==> src/logic/ggd_params.svh <==
// Constants of the gauge display and soft reset block.
// Assumes one 200 MHz clock; included by its bare name.
`ifndef GGD_PARAMS_SVH
`define GGD_PARAMS_SVH

// Register offsets
`define GGD_ADDR_CHARGE_HIGH 8'h03
`define GGD_ADDR_LEARNED 8'h05
`define GGD_ADDR_INACCURACY 8'h09
`define GGD_ADDR_FILTER 8'h0A
`define GGD_ADDR_CHARGE_LOW 8'h17
`define GGD_ADDR_SW_RESET 8'h39

// Reset register values
`define GGD_RST_IDLE 8'h00
`define GGD_RST_TRIGGER 8'h80

// Filter register reset value
`define GGD_FILTER_RESET 8'h00

// Temperature band limits of the display scaling
`define GGD_TMP_BAND_ZERO 4'h4
`define GGD_TMP_BAND_MINUS20 4'h2

// Timing, in ns, and the clock period
`define GGD_CLK_NS 5
`define GGD_MUX_PERIOD_NS 10000000
`define GGD_BANK_ON_NS 3000000
`define GGD_BLINK_PERIOD_NS 250000000

`endif

==> src/logic/ggd_pkg.sv <==
// Types shared by the gauge display and soft reset block.
// Assumes ggd_params.svh holds the numeric constants.
package ggd_pkg;

  // Level of the three-state display enable pin
  typedef enum logic [1:0] {
    GGD_DISPLAY_ENABLE_INPUT_HIGH,
    GGD_DISPLAY_ENABLE_INPUT_FLOAT,
    GGD_DISPLAY_ENABLE_INPUT_LOW
  } ggd_display_enable_input_t;

  // Gauge state touched by a reset
  typedef struct packed {
    logic [7:0] learned_capacity;
    logic [7:0] charge_count_high;
    logic [7:0] charge_count_low;
    logic [7:0] inaccuracy_counter;
    logic discharge_valid_flag;
    logic capacity_inaccurate_flag;
    logic pack_removed_flag;
  } ggd_state_t;

  // Host register access
  typedef struct packed {
    logic wr;
    logic rd;
    logic [7:0] addr;
    logic [7:0] wdata;
  } ggd_reg_req_t;

endpackage

==> src/logic/ggd_display_top.sv <==
// Gauge display driver, filter register and soft reset.
// Assumes a host register port and gauge core on one clock.
`timescale 1ns/10ps
`include "ggd_params.svh"
module ggd_display_top
  import ggd_pkg::*;
#(
  parameter int MUX_CYCLES = `GGD_MUX_PERIOD_NS / `GGD_CLK_NS,
  parameter int BANK_CYCLES = `GGD_BANK_ON_NS / `GGD_CLK_NS,
  parameter int BLINK_CYCLES = `GGD_BLINK_PERIOD_NS / `GGD_CLK_NS,
  parameter logic [7:0] FILTER_RESET = `GGD_FILTER_RESET
)
(
  input wire logic sys_clk_in,
  input wire logic reset_in,
  input wire ggd_reg_req_t reg_req_in,
  output logic [7:0] reg_rdata_out,
  output logic reg_rvalid_out,
  input wire logic [7:0] programmed_full_capacity_in,
  input wire logic program_input_six_in,
  input wire logic absolute_mode_in,
  input wire logic [3:0] temperature_gauge_reg_in,
  input wire logic gauge_update_in,
  input wire ggd_state_t gauge_state_in,
  input wire logic discharge_active_in,
  input wire logic charge_active_in,
  input wire ggd_display_enable_input_t display_enable_input_in,
  input wire logic first_empty_warning_in,
  input wire logic final_empty_warning_in,
  output ggd_state_t gauge_state_out,
  output logic [7:0] magnitude_filter_limits_out,
  output logic soft_reset_out,
  output logic [5:0] led_segment_outputs_out,
  output logic led_common_out
);

  ggd_state_t state_r;
  ggd_state_t state_nxt;
  ggd_state_t reset_state;
  logic [7:0] filter_r;
  logic [7:0] rst_reg_r;
  logic [7:0] rst_reg_nxt;
  logic sw_reset_r;
  logic [7:0] rdata_r;
  logic rvalid_r;
  logic [7:0] rdata_nxt;
  logic [5:0] seg_r;
  logic [5:0] seg_nxt;
  logic common_r;
  logic [5:0] level;
  logic bank_odd;
  logic bank_even;
  logic blink_on;

  // Write strobe aimed at one register offset
  function automatic logic wr_hit(input ggd_reg_req_t r,
                                  input logic [7:0] a);
    wr_hit = r.wr && (r.addr == a);
  endfunction

  // Address decode
  wire wr_filter = wr_hit(reg_req_in, `GGD_ADDR_FILTER);
  wire wr_rst = wr_hit(reg_req_in, `GGD_ADDR_SW_RESET);
  wire wr_high = wr_hit(reg_req_in, `GGD_ADDR_CHARGE_HIGH);
  wire wr_learned = wr_hit(reg_req_in, `GGD_ADDR_LEARNED);

  // Soft reset fires only on a 00h to 80h change
  wire rst_trigger = wr_rst && rst_reg_r == `GGD_RST_IDLE &&
                     reg_req_in.wdata == `GGD_RST_TRIGGER;

  // Reset image of the gauge state
  always_comb
  begin
    reset_state = '0;
    reset_state.learned_capacity = programmed_full_capacity_in;
    reset_state.charge_count_high = program_input_six_in ?
      programmed_full_capacity_in : 8'h00;
    reset_state.capacity_inaccurate_flag = 1'b1;
    reset_state.pack_removed_flag = 1'b1;
  end

  // Next gauge state: soft reset, host write, then gauge core
  always_comb
  begin
    state_nxt = state_r;
    if (sw_reset_r)
      state_nxt = reset_state;
    else if (wr_high)
      state_nxt.charge_count_high = reg_req_in.wdata;
    else if (wr_learned)
      state_nxt.learned_capacity = reg_req_in.wdata;
    else if (gauge_update_in)
      state_nxt = gauge_state_in;
  end

  // Reset register holds its value until the reset has run
  always_comb
  begin
    rst_reg_nxt = rst_reg_r;
    if (sw_reset_r)
      rst_reg_nxt = `GGD_RST_IDLE;
    else if (wr_rst)
      rst_reg_nxt = reg_req_in.wdata;
  end

  // Read data mux, unmapped offsets read zero
  always_comb
  begin
    case (reg_req_in.addr)
      `GGD_ADDR_FILTER: rdata_nxt = filter_r;
      `GGD_ADDR_CHARGE_HIGH: rdata_nxt = state_r.charge_count_high;
      `GGD_ADDR_CHARGE_LOW: rdata_nxt = state_r.charge_count_low;
      `GGD_ADDR_LEARNED: rdata_nxt = state_r.learned_capacity;
      `GGD_ADDR_INACCURACY: rdata_nxt = state_r.inaccuracy_counter;
      default: rdata_nxt = 8'h00;
    endcase
  end

  // Power-on reset and register state
  always_ff @(posedge sys_clk_in)
  begin
    if (reset_in)
    begin
      filter_r <= FILTER_RESET;
      rst_reg_r <= `GGD_RST_IDLE;
      sw_reset_r <= 1'b1;
      rdata_r <= 8'h00;
      rvalid_r <= 1'b0;
    end
    else
    begin
      if (wr_filter)
        filter_r <= reg_req_in.wdata;
      rst_reg_r <= rst_reg_nxt;
      sw_reset_r <= rst_trigger;
      rdata_r <= reg_req_in.rd ? rdata_nxt : rdata_r;
      rvalid_r <= reg_req_in.rd;
    end
  end

  // Gauge state; image loaded while reset is pending
  always_ff @(posedge sys_clk_in)
  begin
    if (reset_in)
      state_r <= '0;
    else
      state_r <= state_nxt;
  end

  assign reg_rdata_out = rdata_r;
  assign reg_rvalid_out = rvalid_r;
  assign gauge_state_out = state_r;
  assign magnitude_filter_limits_out = filter_r;
  assign soft_reset_out = sw_reset_r;

  ggd_timebase #(
    .MUX_CYCLES(MUX_CYCLES),
    .BANK_CYCLES(BANK_CYCLES),
    .BLINK_CYCLES(BLINK_CYCLES)
  ) u_timebase (
    .sys_clk_in(sys_clk_in),
    .reset_in(reset_in),
    .bank_odd_out(bank_odd),
    .bank_even_out(bank_even),
    .blink_on_out(blink_on)
  );

  ggd_level u_level (
    .charge_high_in(state_r.charge_count_high),
    .learned_capacity_in(state_r.learned_capacity),
    .full_capacity_in(programmed_full_capacity_in),
    .temperature_in(temperature_gauge_reg_in),
    .absolute_mode_in(absolute_mode_in),
    .level_out(level)
  );

  // Display enable from pin level, activity and empty warnings
  wire display_enable_input_low = display_enable_input_in == GGD_DISPLAY_ENABLE_INPUT_LOW;
  wire display_enable_input_float = display_enable_input_in == GGD_DISPLAY_ENABLE_INPUT_FLOAT;
  wire counting = discharge_active_in || charge_active_in;
  wire display_enable_input_on = !final_empty_warning_in &&
                 (display_enable_input_low || (display_enable_input_float && counting));
  wire seg1_gate = !first_empty_warning_in || blink_on;

  // Odd segments on the odd bank, even segments on the even bank
  genvar s;
  generate
    for (s = 0; s < 6; s++)
    begin : g_out
      if (s % 2 == 0)
      begin : g_odd
        assign seg_nxt[s] = display_enable_input_on && level[s] && bank_odd &&
                            (s != 0 || seg1_gate);
      end
      else
      begin : g_even
        assign seg_nxt[s] = display_enable_input_on && level[s] && bank_even;
      end
    end
  endgenerate

  // Registered segment and common drive
  always_ff @(posedge sys_clk_in)
  begin
    if (reset_in)
    begin
      seg_r <= 6'h00;
      common_r <= 1'b0;
    end
    else
    begin
      seg_r <= seg_nxt;
      common_r <= display_enable_input_on && (bank_odd || bank_even);
    end
  end

  assign led_segment_outputs_out = seg_r;
  assign led_common_out = common_r;
endmodule // ggd_display_top

==> src/logic/ggd_level.sv <==
// Bar graph level from charge, mode and temperature band.
// Assumes all inputs steady within a clock; purely combinational.
`timescale 1ns/10ps
`include "ggd_params.svh"
module ggd_level
  import ggd_pkg::*;
(
  input wire logic [7:0] charge_high_in,
  input wire logic [7:0] learned_capacity_in,
  input wire logic [7:0] full_capacity_in,
  input wire logic [3:0] temperature_in,
  input wire logic absolute_mode_in,
  output logic [5:0] level_out
);

  // Temperature scaled charge in quarters of a count
  function automatic logic [9:0] ggd_scale(input logic [7:0] c,
                                           input logic [3:0] t);
    logic [9:0] q;
    q = {c, 2'b00};
    if (t >= `GGD_TMP_BAND_ZERO)
      ggd_scale = q;
    else if (t >= `GGD_TMP_BAND_MINUS20)
      ggd_scale = q - {2'b00, c};
    else
      ggd_scale = {1'b0, c, 1'b0};
  endfunction

  wire [9:0] adj_q = ggd_scale(charge_high_in, temperature_in);
  wire [7:0] ref_cap = absolute_mode_in ? full_capacity_in
                                        : learned_capacity_in;
  wire [12:0] adj_x5 = 13'({adj_q, 2'b00}) + 13'(adj_q);
  wire [9:0] ref_q = {ref_cap, 2'b00};

  // Segment k lit when charge passes (k-1) fifths of the reference
  genvar k;
  generate
    for (k = 0; k < 5; k++)
    begin : g_seg
      assign level_out[k] = adj_x5 > 13'(ref_q * k);
    end
  endgenerate

  // Sixth segment shows overfull, absolute mode only
  assign level_out[5] = absolute_mode_in && (adj_q > ref_q);

endmodule // ggd_level

==> src/logic/ggd_timebase.sv <==
// Bank multiplex phases and the low battery blink clock.
// Assumes sys_clk_in at 200 MHz and a synchronous reset.
`timescale 1ns/10ps
`include "ggd_params.svh"
module ggd_timebase
  import ggd_pkg::*;
#(
  parameter int MUX_CYCLES = `GGD_MUX_PERIOD_NS / `GGD_CLK_NS,
  parameter int BANK_CYCLES = `GGD_BANK_ON_NS / `GGD_CLK_NS,
  parameter int BLINK_CYCLES = `GGD_BLINK_PERIOD_NS / `GGD_CLK_NS
)
(
  input wire logic sys_clk_in,
  input wire logic reset_in,
  output logic bank_odd_out,
  output logic bank_even_out,
  output logic blink_on_out
);

  localparam int MW = $clog2(MUX_CYCLES);
  localparam int BW = $clog2(BLINK_CYCLES);
  localparam logic [MW-1:0] MUX_LAST = MW'(MUX_CYCLES - 1);
  localparam logic [MW-1:0] HALF = MW'(MUX_CYCLES / 2);
  localparam logic [MW-1:0] BANK_ON = MW'(BANK_CYCLES);
  localparam logic [BW-1:0] BLINK_LAST = BW'(BLINK_CYCLES - 1);
  localparam logic [BW-1:0] BLINK_HALF = BW'(BLINK_CYCLES / 2);

  logic [MW-1:0] mux_cnt_r;
  logic [BW-1:0] blink_cnt_r;
  wire mux_wrap = (mux_cnt_r == MUX_LAST);
  wire blink_wrap = (blink_cnt_r == BLINK_LAST);

  // Free running period counters
  always_ff @(posedge sys_clk_in)
  begin
    if (reset_in)
    begin
      mux_cnt_r <= '0;
      blink_cnt_r <= '0;
    end
    else
    begin
      mux_cnt_r <= mux_wrap ? '0 : mux_cnt_r + 1'b1;
      blink_cnt_r <= blink_wrap ? '0 : blink_cnt_r + 1'b1;
    end
  end

  // Odd bank first 30 percent, even bank from the half point
  assign bank_odd_out = (mux_cnt_r < BANK_ON);
  assign bank_even_out = (mux_cnt_r >= HALF) &&
                         (mux_cnt_r < HALF + BANK_ON);
  assign blink_on_out = (blink_cnt_r < BLINK_HALF);

endmodule // ggd_timebase

==> config.mk <==
export PLATFORM = sky130hd
export DESIGN_NAME = ggd_display_top
export DESIGN_NICKNAME = d
export VERILOG_FILES = /design/src/logic/ggd_pkg.sv /design/src/logic/ggd_display_top.sv /design/src/logic/ggd_level.sv /design/src/logic/ggd_timebase.sv
export VERILOG_INCLUDE_DIRS = /design/src /design/src/logic
export SDC_FILE = /design/constraint.sdc
export NUM_CORES = 1
export LEC_CHECK = 0
export CAP_MARGIN = 5
export CORE_ASPECT_RATIO = 0.75
export CORE_MARGIN = 2
export CORE_UTILIZATION = 55
export DETAILED_ROUTE_END_ITERATION = 7
export DONT_BUFFER_PORTS = 1
export GPL_TIMING_DRIVEN = 0
export PLACE_DENSITY = 0.69
export SLEW_MARGIN = 20
export SYNTH_ARGS = -nofsm -noshare
export SYNTH_HDL_FRONTEND = slang
export SYNTH_SLANG_ARGS = --single-unit
export TNS_END_PERCENT = 30
==> constraint.sdc <==
create_clock -name sys_clk_in -period 12.7 [get_ports sys_clk_in]
set_input_delay 0.635 -clock sys_clk_in [delete_from_list [all_inputs] [get_ports sys_clk_in]]
set_output_delay 0.635 -clock sys_clk_in [all_outputs]
set_load 0.03 [all_outputs]
==> results of run 1 <==
==> worst max-delay path: stages (launching register included) <==
cell and delay (ns):
sky130_fd_sc_hd__dfxtp_1 0.64, sky130_fd_sc_hd__inv_1 0.16, sky130_fd_sc_hd__ha_1 0.41, sky130_fd_sc_hd__nor3b_1 0.39
sky130_fd_sc_hd__o21a_1 0.23, sky130_fd_sc_hd__o21a_1 0.12, sky130_fd_sc_hd__o21ai_0 0.07, sky130_fd_sc_hd__nand2b_1 0.08
sky130_fd_sc_hd__a21oi_1 0.07, sky130_fd_sc_hd__xor2_1 0.15, sky130_fd_sc_hd__o21ai_0 0.41, sky130_fd_sc_hd__ha_1 0.37
sky130_fd_sc_hd__o21ai_0 0.22, sky130_fd_sc_hd__o21bai_1 0.11, sky130_fd_sc_hd__a21oi_1 0.49, sky130_fd_sc_hd__xnor2_1 0.27
sky130_fd_sc_hd__ha_1 0.39, sky130_fd_sc_hd__nand3_1 0.09, sky130_fd_sc_hd__nor2_1 0.05, sky130_fd_sc_hd__a21oi_1 0.14
sky130_fd_sc_hd__a32oi_1 0.11, sky130_fd_sc_hd__or4_1 0.43, sky130_fd_sc_hd__o2111ai_1 0.13, sky130_fd_sc_hd__a31oi_1 0.12
==> layer usage <==
layer | vias to the layer above | wire length, um
met1 | 3252 | 9150
met3 | 42 | 2080
li1 | 3332 | -
met5 | - | 0
met4 | 0 | 451
met2 | 329 | 9454
==> kinds of logic after synthesis <==
| logic type | synth area share [%] |
|---|---|
| and+or+nand+nor | 22.80 |
| AOI/OAI and AO/OA | 19.86 |
| DFF | 31.21 |
| buffers and inverters | 3.783 |
| adders and majority gates | 11.45 |
| xor gates and xnor gates | 8.024 |
| muxes | 2.867 |
==> metrics by stage <==
stage | setup slack (ns) | std cells | cell area (um^2) | utilization (%) | hold slack, ns
finish | 6.884 | 1120 | 8128 | 62.22 | 0.3300
global placement | 7.127 | 1085 | 7590 | 58.10 | 0.4383
global route | 6.513 | 1120 | 8128 | 62.22 | 0.3373
CTS | 6.979 | 1117 | 8120 | 62.16 | 0.3251
detailed placement | 6.997 | 1086 | 7601 | 58.19 | 0.4553
floorplan | 7.919 | 914 | 7376 | - | 0.4261
==> final cells by class <==
cell class	count	area, um^2
Inverter	35	131.4
Buffer	35	147.6
Fill cell	1180	4935
Antenna cell	3	7.507
Sequential cell	115	2302
Clock inverter	12	86.33
Clock buffer	19	432.9
Multi-Input combinational cell	729	4801
Tap cell	171	214.0
Timing Repair Buffer	1	5.005
==> cells in the final DEF, fill, tap and decap left out, types with 8 or more instances in the layout <==
cell                          n
sky130_fd_sc_hd__a222oi_1     8
sky130_fd_sc_hd__a21o_1      19
sky130_fd_sc_hd__o211ai_1    13
sky130_fd_sc_hd__nor2_1     112
sky130_fd_sc_hd__dfxtp_1    115
sky130_fd_sc_hd__nand3_1     34
sky130_fd_sc_hd__o21ai_0     38
sky130_fd_sc_hd__inv_1       35
sky130_fd_sc_hd__ha_1        61
sky130_fd_sc_hd__nand2_1    113
sky130_fd_sc_hd__mux2i_1     20
sky130_fd_sc_hd__and3_1      13
sky130_fd_sc_hd__a21oi_1     59
sky130_fd_sc_hd__a211oi_1    24
sky130_fd_sc_hd__nor2b_1      9
sky130_fd_sc_hd__nor3_1      16
sky130_fd_sc_hd__clkbuf_16   17
sky130_fd_sc_hd__nand4_1     11
sky130_fd_sc_hd__a22oi_1     16
sky130_fd_sc_hd__xor2_1      34
sky130_fd_sc_hd__xnor2_1     26
sky130_fd_sc_hd__clkbuf_1    24
==> path summary, 6_finish.rpt <==
check                                          startpoint                          to  slack, ns  depth (start not counted)
worst max-delay path                  gauge_state_out[21]  led_segment_outputs_out[4]       6.88                         23
worst min-delay path               first_empty_warning_in  led_segment_outputs_out[0]       0.33                          1
worst max register to register        gauge_state_out[21]  led_segment_outputs_out[4]       6.88                         23
worst min register to register  u_timebase.blink_cnt_r[0]   u_timebase.blink_cnt_r[0]       0.47                          1
==> flip-flops by register name (all words and copies together), names as in the netlist <==
signal	cells
gauge_state_out	35
led_common_out	1
led_segment_outputs_out	6
magnitude_filter_limits_out	8
reg_rdata_out	8
reg_rvalid_out	1
rst_reg_r	8
soft_reset_out	1
u_timebase.blink_cnt_r	26
u_timebase.mux_cnt_r	21
==> report_power, final <==
part | total, mW | switching (mW) | leakage (nW) | internal (mW)
Clock | 0.425 | 0.177 | 0.243 | 0.248
Sequential | 0.401 | 0.0297 | 0.936 | 0.371
Combinational | 0.253 | 0.147 | 2.09 | 0.106
Total | 1.08 | 0.353 | 3.27 | 0.725
==> flow_summary_export.csv, run 1 <==
group,metric,value,unit
global_routing,globalRouteMet2Util,46.55,%
status,status,"completed",
synthesis,synth.lib_cells_used.distinct,75,
hold_path,min-delay-path-class,"in2reg",
critical_path,worstSetupPathType,"reg2reg",
synthesis,synth.avg_cell_area,8.070,um^2
timing,fin_skew,0.008915,ns
floorplan,start_util,56.47,%
synthesis,synth-seq-cells,115,
synthesis,yosys.cell_count.top_type,"sky130_fd_sc_hd__dfxtp_1",
cts,cts_tree,"yes",
timing,slew-limit-headroom,39.21,%
cts,cts_inserted_buffers,17,
floorplan,std_cell_rows,36,
finish,final_layout_size_suffix_gt1_share,6.554,%
timing,finalSetupTns,0,ns
timing,setup_viol_count_final,0,
floorplan,ioPinCount,136,
global_routing,global_route_met1_utilization,38.68,%
routing,vias_per_cell,6.210,
timing,finalHoldViolCount,0,
floorplan,core-area,13060,um^2
power_and_ir_drop,ir_worst_vdd,0.1052,mV
cts,clkLatencyLatePin,0.42,ns
routing,route.final.wire_length,21140,um
synthesis,cell_type_contributing_the_most_total_cell_area_after_synthesis,"sky130_fd_sc_hd__dfxtp_1",
cts,clk_transition_reported_paths,0.05,ns
placed_design,port_buffers,0,
global_routing,via_count_of_the_first_global_routing_pass,6606,
synthesis,synth_area_leaders,"sky130_fd_sc_hd__dfxtp_1, sky130_fd_sc_hd__ha_1, sky130_fd_sc_hd__nand2_1, sky130_fd_sc_hd__nor2_1, sky130_fd_sc_hd__xor2_1",
synthesis,synth.yosys.seq_area_share,31.21,%
synthesis,synth_top_cells_by_count,"sky130_fd_sc_hd__dfxtp_1, sky130_fd_sc_hd__nand2_1, sky130_fd_sc_hd__nor2_1",
routing,final_routed_wire_length_divided_by_cell_count,18.87,um
floorplan,dieHeight,104.3,um
global_routing,groute.usage.overall,29.94,%
routing,drc,0,
placed_design,globalplace.congestion,0.9046,
timing,achievable-frequency,171.9,MHz
timing,report.final.slew_viol_count,0,
global_routing,antenna_found_initial,4,
timing,setup_repair_after_global_routing_missed_its_margin,"false",
finish,num-nets-final,1073,
global_routing,first_pass_grt_wire_length,33840,um
cts,clock_tree_sinks,115,
floorplan,die_w,137.7,um
power_and_ir_drop,pwr_density_cell,132.7,nW/um^2
cts,cts-htree-levels,4,
critical_path,crit_path_max_fanout,7,
critical_path,endpoint_type_of_the_worst_setup_path,"flop",
routing,num_vias,6955,
cts,max-clock-path-buffers,2,
timing,period_share,45.79,%
timing,timing_worst_slew_pin_value,0.8865,ns
routing,detail_route.first_pass.iterations,8,
global_routing,grt_most_used_layer,"met2",
synthesis,synthesis.instances,914,
critical_path,arrival,6.09,ns
synthesis,syn_nets,1053,
global_routing,global_route.usage.met3,10.62,%
synthesis,synth_enable_flop_cells,0,
synthesis,synth.top_cell.area_share,31.21,%
timing,final.min_clock_period,5.816,ns
power_and_ir_drop,post-layout-total-power,1.078,mW
global_routing,grt_overflow_total,0,
synthesis,synth.cell_area,7376,um^2
cts,cts_resized,0,
floorplan,die_footprint,14360,um^2
synthesis,synth-warning-count,0,
flow_run,max_cap_viol_count,0,
routing,first_iter_violations,524,
cts,clock_root_buffer,"sky130_fd_sc_hd__clkbuf_16",
finish,layout-area-overhead-vs-synth,10.20,%
global_routing,grt_start_max_net_pins,17,
routing,final_antenna_net_count,0,
synthesis,most_used_flip_flop_cell_after_synthesis,"sky130_fd_sc_hd__dfxtp_1",
critical_path,critical_path_required,12.98,ns
power_and_ir_drop,leakagePower,3.274,nW
synthesis,synth-async-reset-ratio,0,%
cts,post_cts_buffers,0,
placed_design,dp.final_hpwl,16410,um
critical_path,setup_crit_start_kind,"flop",
cts,postCtsHoldBufs,0,
Note: power is estimated with default switching activity, not from simulation.
==> inputs of run 2 (changes only) <==
==> constraint.sdc (replaced) <==
create_clock -name sys_clk_in -period 5.95 [get_ports sys_clk_in]
set_input_delay 0.2975 -clock sys_clk_in [delete_from_list [all_inputs] [get_ports sys_clk_in]]
set_output_delay 0.2975 -clock sys_clk_in [all_outputs]
set_load 0.03 [all_outputs]
==> run 2 against run 1 <==
Final area increased by 0.26%. Global-route usage unchanged. Critical path type unchanged. Wire length about the same. Largest power group unchanged. Worst hold slack got worse by 0.31 ns. Via count increased by 0.10%. First-iteration DRC count increased by 5.7%. Clock skew increased by 0.0030 ns. Core utilization increased by 0.16 points.
==> flow_summary_export.csv, run 2 (synthesized netlist as in run 1, its figures left out) <==
group,metric,value,unit
finish,fillers,1178,
routing,first_iter_violations,554,
floorplan,std_cell_rows,36,
routing,detail_route.first_pass.iterations,8,
timing,final.min_clock_period,5.649,ns
finish,final_layout_size_suffix_gt1_share,6.758,%
finish,final_common_cell,"sky130_fd_sc_hd__dfxtp_1",
routing,final_routed_wire_length_divided_by_cell_count,18.85,um
power_and_ir_drop,pwr_density_cell,282.8,nW/um^2
routing,vias_per_cell,6.211,
finish,register_area,2302,um^2
timing,setup_viol_count_final,0,
timing,finalSetupTns,0,ns
placed_design,dp.final_hpwl,16410,um
floorplan,core-area,13060,um^2
critical_path,worstSetupPathType,"reg2reg",
floorplan,start_util,56.47,%
power_and_ir_drop,leakagePower,3.286,nW
placed_design,globalplace.congestion,0.9046,
critical_path,r2r_slack,0.30,ns
routing,num_vias,6962,
timing,setup_repair_after_global_routing_missed_its_margin,"false",
timing,period_share,94.94,%
hold_path,hold-path-cell-count,2,
finish,num-nets-final,1074,
global_routing,grt_start_max_net_pins,17,
cts,clock_root_buffer,"sky130_fd_sc_hd__clkbuf_16",
finish,largest_register_ff_count,35,
hold_path,min-delay-path-class,"in2reg",
global_routing,groute.usage.overall,29.94,%
timing,fin_skew,0.01189,ns
timing,slew-limit-headroom,39.49,%
power_and_ir_drop,ir_worst_vdd,0.2225,mV
finish,postLayoutCoreUtil,62.39,%
critical_path,crit_path_frequent_cell,"sky130_fd_sc_hd__a21o_1",
power_and_ir_drop,post-layout-total-power,2.305,mW
floorplan,dieHeight,104.3,um
hold_path,min-delay-start,"gauge_state_in[9]",
floorplan,die_w,137.7,um
status,status,"completed",
floorplan,ioPinCount,136,
cts,post_cts_buffers,0,
critical_path,critical-path-max-stage-delay,0.65,ns
critical_path,worst_r2r_path_depth,18,
critical_path,critical_path_required,6.23,ns
global_routing,grt_overflow_total,0,
finish,most-common-layout-cells,"sky130_fd_sc_hd__dfxtp_1, sky130_fd_sc_hd__nand2_1, sky130_fd_sc_hd__nor2_1",
timing,report.final.slew_viol_count,0,
flow_run,max_cap_viol_count,0,
finish,multi_input_area,4812,um^2
critical_path,cells_along_the_critical_path,"inv_1, ha_1, nor3b_1, o21a_1, nor3b_1, o21ai_0, o21ai_0, fa_1, a21o_1, a21oi_1, xnor2_1, ha_1, a21o_1, a21o_1, maj3_1, maj3_2, a221oi_1, o32ai_1",
floorplan,die_footprint,14360,um^2
cts,cts_tree,"yes",
cts,cts-htree-levels,4,
critical_path,setup_crit_start_kind,"flop",
routing,final_antenna_net_count,0,
cts,clk_transition_reported_paths,0.06,ns
critical_path,cp_slowest_cell,"sky130_fd_sc_hd__dfxtp_1",
global_routing,via_count_of_the_first_global_routing_pass,6606,
cts,cts_inserted_buffers,17,
cts,clkLatencyLatePin,0.41,ns
critical_path,start_of_the_worst_register_to_register_path,"gauge_state_out[21]",
cts,max-clock-path-buffers,2,
routing,route.final.wire_length,21130,um
timing,achievable-frequency,177.0,MHz
placed_design,port_buffers,0,
critical_path,arrival,5.93,ns
timing,finalHoldViolCount,0,
hold_path,min_to,"gauge_state_out[9]",
global_routing,antenna_found_initial,4,
cts,clock_tree_sinks,115,
critical_path,crit_path_max_fanout,6,
global_routing,first_pass_grt_wire_length,33840,um
routing,drc,0,
critical_path,rr_endpoint,"led_segment_outputs_out[2]",
critical_path,endpoint_type_of_the_worst_setup_path,"flop",
finish,layout-area-overhead-vs-synth,10.48,%
timing,timing_worst_slew_pin_value,0.8824,ns
run 2: layout make-up:
type                    count  area share (%)
plain buffers              35           1.812
diodes                      3         0.09212
clock buffers              19           5.312
well taps                 171           2.626
repair buffers              2          0.1842
flip-flops and latches    115           28.25
multi-input cells         729           59.05
inverters                  35           1.612
clock inverters            12           1.059
run 2: where the power goes:
part	total, mW	switching (mW)	internal (mW)
registers	0.855	0.0635	0.792
clock network	0.905	0.376	0.529
logic	0.544	0.315	0.229
total	2.30	0.755	1.55
run 2: worst max-delay path: cells and delay by family, from the launching register on:
kind	cells	cell delay [ns]
AOI/OAI and AO/OA	9	1.87
xor gates and xnor gates	1	0.35
adders and majority gates	5	2.00
buffers and inverters	1	0.17
DFF	1	0.65
and+or+nand+nor	2	0.45
run 2: worst max path at each step:
stage,start,end,slack (ns),cells past startpoint
5_1_grt,gauge_state_out[21],led_segment_outputs_out[4],0.02,19
3_5_place_dp,gauge_state_out[21],led_segment_outputs_out[4],0.25,19
6_report,gauge_state_out[21],led_segment_outputs_out[2],0.30,18
4_1_cts,gauge_state_out[21],led_segment_outputs_out[4],0.23,19
2_1_floorplan,gauge_state_out[21],led_segment_outputs_out[4],1.17,23
3_3_place_gp,gauge_state_out[21],led_segment_outputs_out[4],0.38,22
run 2: layer usage:
metal  wire [um]  GRT usage, %  share of wire [%]
met1        9120         38.68                 43
met2        9559         46.55                 45
met3        2050         10.62                9.7
met4         396         9.548                1.9
met5           0             0                  0
run 2: timing repair:
| item | 4_1_cts | 5_1_grt |
|---|---|---|
| endpoints found under the setup margin | 0 | 2 |
| gates resized for setup | 0 | 3 |
| endpoints found under the hold margin | 1 | 0 |
| hold buffers | 1 | 0 |
run 2: metrics by stage:
step	std cells	cell area [um^2]	setup slack, ns	hold slack (ns)
floorplan	914	7376	1.169	0.4085
global placement	1085	7590	0.3775	0.4170
global route	1121	8149	0.02081	0.009527
finish	1121	8149	0.3010	0.01584
detailed placement	1086	7601	0.2467	0.4202
CTS	1118	8130	0.2286	0.004990
